### config.mk
export PLATFORM = sky130hd
export DESIGN_NAME = pvm_mode_regs
export DESIGN_NICKNAME = d
export VERILOG_FILES = /design/src/pvm_pkg.sv /design/src/pvm_adv_regs.sv /design/src/pvm_mode_regs.sv
export SDC_FILE = /design/constraint.sdc
export NUM_CORES = 1
export LEC_CHECK = 0
export ABC_AREA = 0
export BUFFER_PORTS_ARGS = -buffer_cell sky130_fd_sc_hd__buf_4
export CAP_MARGIN = 10
export CORE_MARGIN = 5
export CORE_UTILIZATION = 50
export CTS_CLUSTER_SIZE = 16
export DETAILED_ROUTE_END_ITERATION = 10
export PLACE_DENSITY = 0.69
export SLEW_MARGIN = 20
export SYNTH_ARGS = -nofsm -noshare
export SYNTH_HDL_FRONTEND = slang
export SYNTH_SLANG_ARGS = --single-unit
### constraint.sdc
create_clock -name mclk -period 2.1 [get_ports mclk]
set_input_delay 0 -clock mclk [delete_from_list [all_inputs] [get_ports mclk]]
set_output_delay 0 -clock mclk [all_outputs]
set_load 0.01 [all_outputs]
### src/pvm_pkg.sv
package pvm_pkg;

   // ----------------------------------------
   // management register indexes
   // ----------------------------------------
   localparam logic [4:0] PVM_IDX_SPECIAL_MODES = 5'h12;
   localparam logic [4:0] PVM_IDX_EXTENDED_MODE = 5'h13;
   localparam logic [4:0] PVM_IDX_ADV_ADDR_PORT = 5'h14;
   localparam logic [4:0] PVM_IDX_ADV_READ_DATA = 5'h15;

   // ----------------------------------------
   // special modes field positions
   // ----------------------------------------
   localparam int PVM_SM_RXDV_EARLY = 15;
   localparam int PVM_SM_LPBK_DIS = 14;
   localparam int PVM_SM_CRC_TX = 7;
   localparam int PVM_SM_MAC_SLOW = 6;
   localparam int PVM_SM_ADDR_HI = 4;

   // ----------------------------------------
   // extended mode field positions
   // ----------------------------------------
   localparam int PVM_EM_MODE_HI = 15;
   localparam int PVM_EM_MODE_LO = 11;
   localparam int PVM_EM_FIFO_HI = 10;
   localparam int PVM_EM_FIFO_LO = 9;
   localparam int PVM_EM_MDI01 = 2;
   localparam int PVM_EM_MDI23 = 1;
   localparam int PVM_EM_COND_PD = 0;

   // ----------------------------------------
   // advanced address port field positions
   // ----------------------------------------
   localparam int PVM_AP_READ = 15;
   localparam int PVM_AP_RSVD_HI = 14;
   localparam int PVM_AP_RSVD_LO = 7;
   localparam int PVM_AP_ADDR_HI = 6;

   // ----------------------------------------
   // reset values and counts
   // ----------------------------------------
   localparam logic [2:0] PVM_ADDR_STRAP_BASE = 3'h0;
   localparam logic [2:0] PVM_MODE_STRAP_BASE = 3'h0;
   localparam logic [2:0] PVM_FIFO_MIN_BYTES = 3'h4;
   localparam logic [1:0] PVM_STRAP_WAIT = 2'h2;
   localparam logic [6:0] PVM_ADV_LAST = 7'h0C;
   localparam logic [3:0] PVM_ADV_LAST_W = 4'hC;
   localparam int PVM_ADV_COUNT = 13;

   // ----------------------------------------
   // management frame
   // ----------------------------------------
   localparam logic [5:0] PVM_PREAMBLE_BITS = 6'h20;
   localparam logic [5:0] PVM_HDR_LAST = 6'h0B;
   localparam logic [5:0] PVM_DATA_BITS = 6'h10;
   localparam logic [5:0] PVM_DATA_LAST = 6'h0F;
   localparam logic [5:0] PVM_WTA_LAST = 6'h01;
   localparam logic [1:0] PVM_OP_READ = 2'h2;
   localparam logic [1:0] PVM_OP_WRITE = 2'h1;

   typedef enum logic [2:0] {
      PVM_SMI_PRE = 3'b000,
      PVM_SMI_ST = 3'b001,
      PVM_SMI_HDR = 3'b010,
      PVM_SMI_TA = 3'b011,
      PVM_SMI_DATA = 3'b100
   } pvm_smi_state_t;

   function automatic logic pvm_is_mapped(input logic [4:0] idx);
      pvm_is_mapped = (idx == PVM_IDX_SPECIAL_MODES) || (idx == PVM_IDX_EXTENDED_MODE) ||
                      (idx == PVM_IDX_ADV_ADDR_PORT) || (idx == PVM_IDX_ADV_READ_DATA);
   endfunction : pvm_is_mapped

endpackage : pvm_pkg

### src/pvm_adv_regs.sv
`timescale 1ns/10ps
module pvm_adv_regs import pvm_pkg::*; (
   input wire logic mclk,
   input wire logic rst_b,
   input wire logic wr_en,
   input wire logic [3:0] wr_addr,
   input wire logic [15:0] wr_data,
   input wire logic [6:0] rd_addr,
   output logic [15:0] rd_data
);

   typedef struct packed {
      logic [PVM_ADV_COUNT-1:0][15:0] mem;
   } pvm_adv_state_t;

   pvm_adv_state_t q;
   pvm_adv_state_t next_q;

   // ----------------------------------------
   // advanced register set, written by the datapath
   // ----------------------------------------
   always_comb begin
      next_q = q;
      if (wr_en && (wr_addr <= PVM_ADV_LAST_W)) begin
         next_q.mem[wr_addr] = wr_data;
      end
   end

   always_ff @(posedge mclk or negedge rst_b) begin
      if (!rst_b) begin
         q <= '0;
      end else begin
         q <= next_q;
      end
   end

   // addresses past the last one read zero
   assign rd_data = (rd_addr <= PVM_ADV_LAST) ? q.mem[rd_addr[3:0]] : 16'h0000;

endmodule : pvm_adv_regs

### src/pvm_mode_regs.sv
`timescale 1ns/10ps
// Overview of operation
// - special bit 15 set makes receive-valid rise early in 10 Mb reception; default off.
// - special bit 14 disables 10 Mb half-duplex loopback; kept through soft reset.
// - special bit 7 picks CRC counter source: 0 receive, 1 transmit; default 0.
// - special bit 6 reads MAC clock rate: 0 is 125MHz, 1 is 25MHz.
// - five-bit station address is our management address and scrambler seed; kept.
// - station address default comes from the two low strap pins at reset.
// - operating-mode default comes from the two upper strap pins; kept through soft reset.
// - extended bits 10:9 set transmit FIFO depth four to seven bytes; default 00.
// - extended bit 2 selects crossover for pairs 0 and 1 when automatic crossover off.
// - extended bit 1 selects crossover for pairs 2 and 3 when automatic crossover off.
// - extended bit 0 set limits parallel detect to advertised half-duplex speeds.
// - writing 1 to port bit 15 latches selected advanced register into read data.
// - port bit 15 clears itself after the latch; resets to 0.
// - seven-bit port address selects advanced register 0 to 12; resets to zero.
// - read data register at index 21 shows the latched word; resets to zero.
// - external automatic-crossover disable hands selection to the manual pair bits.
module pvm_mode_regs import pvm_pkg::*; (
   input wire logic mclk,
   input wire logic rst_b,
   input wire logic soft_rst,
   input wire logic mdc,
   input wire logic mdio_in,
   output logic mdio_out,
   output logic mdio_oe,
   input wire logic [3:0] config_strap,
   input wire logic mac_clock_slow_select,
   input wire logic auto_mdix_disable,
   input wire logic adv_10hd,
   input wire logic adv_100hd,
   input wire logic adv_wr_en,
   input wire logic [3:0] adv_wr_addr,
   input wire logic [15:0] adv_wr_data,
   output logic rxdv_early_en,
   output logic loopback_10hd_dis,
   output logic crc_count_tx,
   output logic [4:0] station_address,
   output logic [4:0] operating_mode_field,
   output logic [2:0] tx_fifo_depth,
   output logic mdix_manual,
   output logic mdix_ch01,
   output logic mdix_ch23,
   output logic pd_allow_10hd,
   output logic pd_allow_100hd
);

   typedef struct packed {
      logic [1:0] mdc_sync;
      logic [1:0] mdio_sync;
      logic mdc_prev;
      logic [3:0] cfg_s1;
      logic [3:0] cfg_s2;
      logic [1:0] strap_wait;
      logic strap_done;
      pvm_smi_state_t state;
      logic [5:0] cnt;
      logic [15:0] shreg;
      logic is_read;
      logic hit;
      logic [4:0] reg_idx;
      logic mdio_out;
      logic mdio_oe;
      logic rxdv_early;
      logic lpbk_dis;
      logic crc_tx;
      logic [4:0] station_address;
      logic [4:0] operating_mode_field;
      logic [1:0] fifo_sel;
      logic mdi01;
      logic mdi23;
      logic cond_pd;
      logic [7:0] port_rsvd;
      logic [6:0] adv_addr;
      logic adv_pend;
      logic [15:0] adv_rdata;
      logic [2:0] tx_fifo_depth;
      logic mdix_manual;
      logic mdix_ch01;
      logic mdix_ch23;
      logic pd_allow_10hd;
      logic pd_allow_100hd;
   } pvm_state_t;

   pvm_state_t q;
   pvm_state_t next_q;
   logic [15:0] adv_rd_data;

   // ----------------------------------------
   // register read image
   // ----------------------------------------
   function automatic logic [15:0] pvm_read_mux(input pvm_state_t s, input logic [4:0] idx, input logic slow);
      logic [15:0] w;
      w = 16'h0000;
      case (idx)
         PVM_IDX_SPECIAL_MODES: begin
            w[PVM_SM_RXDV_EARLY] = s.rxdv_early;
            w[PVM_SM_LPBK_DIS] = s.lpbk_dis;
            w[PVM_SM_CRC_TX] = s.crc_tx;
            w[PVM_SM_MAC_SLOW] = slow;
            w[PVM_SM_ADDR_HI:0] = s.station_address;
         end
         PVM_IDX_EXTENDED_MODE: begin
            w[PVM_EM_MODE_HI:PVM_EM_MODE_LO] = s.operating_mode_field;
            w[PVM_EM_FIFO_HI:PVM_EM_FIFO_LO] = s.fifo_sel;
            w[PVM_EM_MDI01] = s.mdi01;
            w[PVM_EM_MDI23] = s.mdi23;
            w[PVM_EM_COND_PD] = s.cond_pd;
         end
         PVM_IDX_ADV_ADDR_PORT: begin
            w[PVM_AP_READ] = s.adv_pend;
            w[PVM_AP_RSVD_HI:PVM_AP_RSVD_LO] = s.port_rsvd;
            w[PVM_AP_ADDR_HI:0] = s.adv_addr;
         end
         PVM_IDX_ADV_READ_DATA: begin
            w = s.adv_rdata;
         end
         default: begin
            w = 16'h0000;
         end
      endcase
      pvm_read_mux = w;
   endfunction : pvm_read_mux

   pvm_adv_regs u_adv (
      .mclk(mclk),
      .rst_b(rst_b),
      .wr_en(adv_wr_en),
      .wr_addr(adv_wr_addr),
      .wr_data(adv_wr_data),
      .rd_addr(q.adv_addr),
      .rd_data(adv_rd_data)
   );

   always_comb begin
      logic rise;
      logic bit_in;
      logic wr;
      logic [15:0] wdata;
      logic [15:0] hdr;
      rise = q.mdc_sync[1] & ~q.mdc_prev;
      bit_in = q.mdio_sync[1];
      wr = 1'b0;
      wdata = {q.shreg[14:0], bit_in};
      hdr = {q.shreg[14:0], bit_in};
      next_q = q;

      // ----------------------------------------
      // pin synchronisers, management clock is sampled not used as a clock
      // ----------------------------------------
      next_q.mdc_sync = {q.mdc_sync[0], mdc};
      next_q.mdio_sync = {q.mdio_sync[0], mdio_in};
      next_q.mdc_prev = q.mdc_sync[1];
      next_q.cfg_s1 = config_strap;
      next_q.cfg_s2 = q.cfg_s1;

      // ----------------------------------------
      // management frame engine
      // ----------------------------------------
      if (rise) begin
         case (q.state)
            PVM_SMI_PRE: begin
               if (bit_in) begin
                  if (q.cnt != PVM_PREAMBLE_BITS) begin
                     next_q.cnt = q.cnt + 6'h01;
                  end
               end else if (q.cnt == PVM_PREAMBLE_BITS) begin
                  next_q.state = PVM_SMI_ST;
               end else begin
                  next_q.cnt = 6'h00;
               end
            end
            PVM_SMI_ST: begin
               next_q.cnt = 6'h00;
               next_q.state = bit_in ? PVM_SMI_HDR : PVM_SMI_PRE;
            end
            PVM_SMI_HDR: begin
               next_q.shreg = hdr;
               next_q.cnt = q.cnt + 6'h01;
               if (q.cnt == PVM_HDR_LAST) begin
                  next_q.cnt = 6'h00;
                  next_q.reg_idx = hdr[4:0];
                  next_q.hit = (hdr[9:5] == q.station_address) && pvm_is_mapped(hdr[4:0]);
                  next_q.is_read = (hdr[11:10] == PVM_OP_READ);
                  if ((hdr[11:10] == PVM_OP_READ) || (hdr[11:10] == PVM_OP_WRITE)) begin
                     next_q.state = PVM_SMI_TA;
                  end else begin
                     next_q.state = PVM_SMI_PRE;
                  end
               end
            end
            PVM_SMI_TA: begin
               if (q.is_read) begin
                  // word is frozen here so a latch mid-frame cannot tear it
                  next_q.shreg = pvm_read_mux(q, q.reg_idx, mac_clock_slow_select);
                  next_q.mdio_oe = q.hit;
                  next_q.mdio_out = 1'b0;
                  next_q.state = PVM_SMI_DATA;
               end else begin
                  next_q.cnt = q.cnt + 6'h01;
                  if (q.cnt == PVM_WTA_LAST) begin
                     next_q.cnt = 6'h00;
                     next_q.state = PVM_SMI_DATA;
                  end
               end
            end
            PVM_SMI_DATA: begin
               if (q.is_read) begin
                  if (q.cnt == PVM_DATA_BITS) begin
                     next_q.mdio_oe = 1'b0;
                     next_q.mdio_out = 1'b0;
                     next_q.cnt = 6'h00;
                     next_q.state = PVM_SMI_PRE;
                  end else begin
                     next_q.mdio_out = q.shreg[15];
                     next_q.shreg = {q.shreg[14:0], 1'b0};
                     next_q.cnt = q.cnt + 6'h01;
                  end
               end else begin
                  next_q.shreg = wdata;
                  next_q.cnt = q.cnt + 6'h01;
                  if (q.cnt == PVM_DATA_LAST) begin
                     wr = q.hit;
                     next_q.cnt = 6'h00;
                     next_q.state = PVM_SMI_PRE;
                  end
               end
            end
            default: begin
               next_q.cnt = 6'h00;
               next_q.mdio_oe = 1'b0;
               next_q.state = PVM_SMI_PRE;
            end
         endcase
      end

      // ----------------------------------------
      // advanced read latch, one cycle after the trigger
      // ----------------------------------------
      if (q.adv_pend) begin
         next_q.adv_rdata = adv_rd_data;
         next_q.adv_pend = 1'b0;
      end

      // ----------------------------------------
      // register writes
      // ----------------------------------------
      if (wr) begin
         case (q.reg_idx)
            PVM_IDX_SPECIAL_MODES: begin
               next_q.rxdv_early = wdata[PVM_SM_RXDV_EARLY];
               next_q.lpbk_dis = wdata[PVM_SM_LPBK_DIS];
               next_q.crc_tx = wdata[PVM_SM_CRC_TX];
               next_q.station_address = wdata[PVM_SM_ADDR_HI:0];
            end
            PVM_IDX_EXTENDED_MODE: begin
               // stored as written; software is trusted to write it back unchanged
               next_q.operating_mode_field = wdata[PVM_EM_MODE_HI:PVM_EM_MODE_LO];
               next_q.fifo_sel = wdata[PVM_EM_FIFO_HI:PVM_EM_FIFO_LO];
               next_q.mdi01 = wdata[PVM_EM_MDI01];
               next_q.mdi23 = wdata[PVM_EM_MDI23];
               next_q.cond_pd = wdata[PVM_EM_COND_PD];
            end
            PVM_IDX_ADV_ADDR_PORT: begin
               next_q.port_rsvd = wdata[PVM_AP_RSVD_HI:PVM_AP_RSVD_LO];
               next_q.adv_addr = wdata[PVM_AP_ADDR_HI:0];
               if (wdata[PVM_AP_READ]) begin
                  next_q.adv_pend = 1'b1;
               end
            end
            default: begin
               next_q.adv_pend = next_q.adv_pend;
            end
         endcase
      end

      // ----------------------------------------
      // soft reset spares the kept fields
      // ----------------------------------------
      if (soft_rst) begin
         next_q.rxdv_early = 1'b0;
         next_q.crc_tx = 1'b0;
         next_q.fifo_sel = 2'h0;
         next_q.mdi01 = 1'b0;
         next_q.mdi23 = 1'b0;
         next_q.cond_pd = 1'b0;
         next_q.port_rsvd = 8'h00;
         next_q.adv_addr = 7'h00;
         next_q.adv_pend = 1'b0;
         next_q.adv_rdata = 16'h0000;
      end

      // ----------------------------------------
      // strap capture once the synchroniser has filled after release
      // ----------------------------------------
      if (!q.strap_done) begin
         if (q.strap_wait == PVM_STRAP_WAIT) begin
            next_q.station_address = {PVM_ADDR_STRAP_BASE, q.cfg_s2[1:0]};
            next_q.operating_mode_field = {PVM_MODE_STRAP_BASE, q.cfg_s2[3:2]};
            next_q.strap_done = 1'b1;
         end else begin
            next_q.strap_wait = q.strap_wait + 2'h1;
         end
      end

      // ----------------------------------------
      // registered control outputs
      // ----------------------------------------
      next_q.tx_fifo_depth = PVM_FIFO_MIN_BYTES + {1'b0, next_q.fifo_sel};
      next_q.mdix_manual = auto_mdix_disable;
      next_q.mdix_ch01 = auto_mdix_disable & next_q.mdi01;
      next_q.mdix_ch23 = auto_mdix_disable & next_q.mdi23;
      next_q.pd_allow_10hd = ~next_q.cond_pd | adv_10hd;
      next_q.pd_allow_100hd = ~next_q.cond_pd | adv_100hd;
   end

   always_ff @(posedge mclk or negedge rst_b) begin
      if (!rst_b) begin
         q <= '0;
      end else begin
         q <= next_q;
      end
   end

   assign mdio_out = q.mdio_out;
   assign mdio_oe = q.mdio_oe;
   assign rxdv_early_en = q.rxdv_early;
   assign loopback_10hd_dis = q.lpbk_dis;
   assign crc_count_tx = q.crc_tx;
   assign station_address = q.station_address;
   assign operating_mode_field = q.operating_mode_field;
   assign tx_fifo_depth = q.tx_fifo_depth;
   assign mdix_manual = q.mdix_manual;
   assign mdix_ch01 = q.mdix_ch01;
   assign mdix_ch23 = q.mdix_ch23;
   assign pd_allow_10hd = q.pd_allow_10hd;
   assign pd_allow_100hd = q.pd_allow_100hd;

endmodule : pvm_mode_regs

==> summary.txt <==
Outcome
  – Status: completed

Worst setup path
  – Critical path class: reg2reg
  – Crit path DAT: 2.41 ns
  – Critical path fanouts, max: 4
  – Req. time, crit path: 2.48 ns
  – Setup crit end kind: register
  – CP startpoint kind: register

Timing
  – Post-route setup TNS: 0 ns
  – Worst slew pin tran: 0.6417 ns
  – Slew Viols, Final: 0
  – Final Hold Viols: 0
  – Final Cycle Share: 0.9688
  – Setup violations, final: 0
  – Slew headroom: 0.5713
  – Hold Slack: 0.03547 ns
  – Setup ws final: 0.06544 ns
  – RSZ-0062 raised after global routing: no
  – Crit path time final: 2.035 ns
  – Setup Skew: 0.01558 ns
  – FMAX: 491.5 MHz

Floorplanning
  – Ports: 57
  – Die H: 179.7 um
  – Core area: 28550 um2
  – Die width: 179.7 um
  – Initial Util: 0.5042
  – Full die area: 32280 um2
  – FP Rows: 62

Clock tree
  – Clock Latency Late Sink: 0.51 ns
  – Longest Clk Path Bufs: 3
  – Sink Count: 314
  – CTS root buffer: clkbuf_16
  – Num CTS Buffers: 34
  – Clk slew on worst S/H paths: 0.06 ns
  – H-tree level count: 2
  – CTS tree: done

Logic synthesis
  – Seq/Total Area, Yosys: 0.5459
  – Syn Inst Count: 1086
  – Syn_area_per_cell: 13.25 um2
  – Syn. warnings: 0
  – Mapped Nets: 1125
  – Distinct cells, synth: 60
  – Synth Register Bits: 314
  – Mapped Area: 14390 um2
  – Ys flop type: dfrtp_1
  – Async set-reset flop share out of synthesis: 1.000
  – Post-synth EDFFs: 0

Route
  – WL final: 33.32 mm
  – Vias per cell: 5.851
  – Post-route ant nets: 0
  – Drt first-iter violations: 569
  – Vias: 9361
  – # DRC: 0
  – Routed len/inst: 20.83 um
  – Pre-antenna DRT Iters: 6

Place
  – Inst Count DP: 1501
  – HPWL after detailed placement: 21.55 mm
  – Post-DP Area: 15550 um2
  – DP Worst Slack: -0.01988 ns
  – Number of port buffers: 56
  – RePlAce Congestion: 0.9288

Pwr
  – Max IR drop VDD: 0.5037 mV
  – Final Power: 15.25 mW
  – Pwr dens: 894.9 nW/um2
  – Pleak: 7.286 nW

GRT
  – Total Routing Usage GR: 0.2056
  – Final global-route overflow total: 0
  – Largest net degree at the start of global routing: 81
  – Vias in the first global route: 9826
  – Initial antenna violation count: 0
  – First-pass GRT wire length: 54.06 mm

Cells and area
  – Share of post-route cells with drive strength above 1: 0.4005
  – Area Growth Syn to Fin: 18.42%
  – Final instance area: 17050 um2
  – Number of diodes: 0
  – Final core occ: 0.5971
  – Layout net count: 1232
  – Cell Count, Final, Fillers Out: 1600

Job
  – Max-cap violations: 0

Worst hold path
  – HP Class: in2async
[layout by cell type (no fill, tap or decap), types with 12 or more instances in the layout]
cell | Yosys | final
buf_12 | 0 | 12
a22o_1 | 24 | 24
buf_4 | 14 | 125
dfrtp_1 | 314 | 313
mux2_2 | 231 | 231
mux2i_1 | 23 | 23
mux4_2 | 48 | 48
clkbuf_1 | 64 | 12
clkbuf_16 | 0 | 35
nand2_1 | 84 | 84
o21ai_0 | 33 | 32
dlygate4sd3_1 | 1 | 27
nor2_1 | 45 | 44
a21oi_1 | 34 | 34
a221oi_1 | 27 | 27
[report_power, final]
part | switching, mW | internal, mW | leakage (nW)
logic | 0.671 | 1.19 | 2.80
clock network | 2.35 | 3.55 | 0.534
registers | 0.480 | 7.02 | 3.96
total | 3.50 | 11.8 | 7.29
[critical path, cell delays in order (launching register included)]
cell	delay, ns
dfrtp_1	0.37
or3b_4	0.44
nor4_4	0.32
and3_2	0.32
mux2i_1	0.12
or3_1	0.32
[final cells by class]
class | count | area [um2]
Inverter | 10 | 37.54
Clock inverter | 9 | 127.6
Timing Repair Buffer | 165 | 1464
Fill cell | 2256 | 11500
Sequential cell | 314 | 7861
Clock buffer | 50 | 962.2
Multi-Input combinational cell | 668 | 6112
Tap cell | 384 | 480.5
[state kept, by name (all words and copies together) (netlist names)]
signal,count
u_adv.q,208
rxdv_early_en,1
operating_mode_field,5
mdio_oe,1
loopback_10hd_dis,1
station_address,5
mdix_ch01,1
q,76
pd_allow_10hd,1
crc_count_tx,1
mdio_out,1
tx_fifo_depth,3
mdix_manual,1
pd_allow_100hd,1
next_q,7
mdix_ch23,1
[logic make-up after synthesis]
kind of cell	after synthesis	synth area share
buffers and inverters	104	0.03373
muxes	302	0.2718
DFF	314	0.5459
other	1	0.0002605
and+or+nand+nor	197	0.06485
AOI/OAI and AO/OA	156	0.07484
adders and majority gates	5	0.004346
xor gates and xnor gates	7	0.004259
[repair_timing]
| action | in CTS | in global routing |
|---|---|---|
| pin swaps | 0 | 3 |
| hold buffers | 27 | 0 |
| buffers inserted | 0 | 13 |
| endpoints found under the setup margin | 3 | 30 |
| hold endpoints to repair | 541 | 0 |
| gates cloned | 0 | 0 |
| resized for setup | 2 | 8 |
[synthesized netlist by cell type (4+ instances only)]
cell | n | area [um2]
dfrtp_1 | 314 | 7858
mux2_2 | 231 | 2601
nand2_1 | 84 | 315.3
clkbuf_1 | 64 | 240.2
mux4_2 | 48 | 1081
nor2_1 | 45 | 168.9
a21oi_1 | 34 | 170.2
o21ai_0 | 33 | 165.2
a221oi_1 | 27 | 236.5
a22o_1 | 24 | 210.2
mux2i_1 | 23 | 230.2
buf_4 | 14 | 105.1
o31ai_1 | 12 | 90.09
buf_2 | 11 | 55.05
nand2b_1 | 10 | 62.56
nor3_1 | 10 | 50.05
inv_1 | 9 | 33.78
nand3_1 | 9 | 45.04
nor2b_1 | 6 | 37.54
a22oi_1 | 5 | 37.54
ha_1 | 5 | 62.56
or3_1 | 5 | 31.28
o22ai_1 | 4 | 25.02
xnor2_1 | 4 | 35.03
[routing by layer]
metal	track usage	routed length [um]	vias to the layer above
li1	-	-	4172
met1	0.2887	14580	4874
met2	0.3324	16280	249
met3	0.03416	1663	66
met4	0.06370	796	0
met5	0	0	-
[worst paths after layout]
check / cells after the start / endpoint / slack [ns] / from
max: 5 / pd_allow_100hd / 0.07 / q[90]
min in group mclk: 4 / q[73] / 0.04 / mac_clock_slow_select
min reg2reg: 0 / q[105] / 0.35 / next_q[105]
min: 2 / mdix_manual / 0.04 / rst_b
max reg2reg: 5 / pd_allow_100hd / 0.07 / q[90]
max in group asynchronous: 3 / u_adv.q[23] / 1.27 / rst_b
Power figures use the tool's default switching activity.
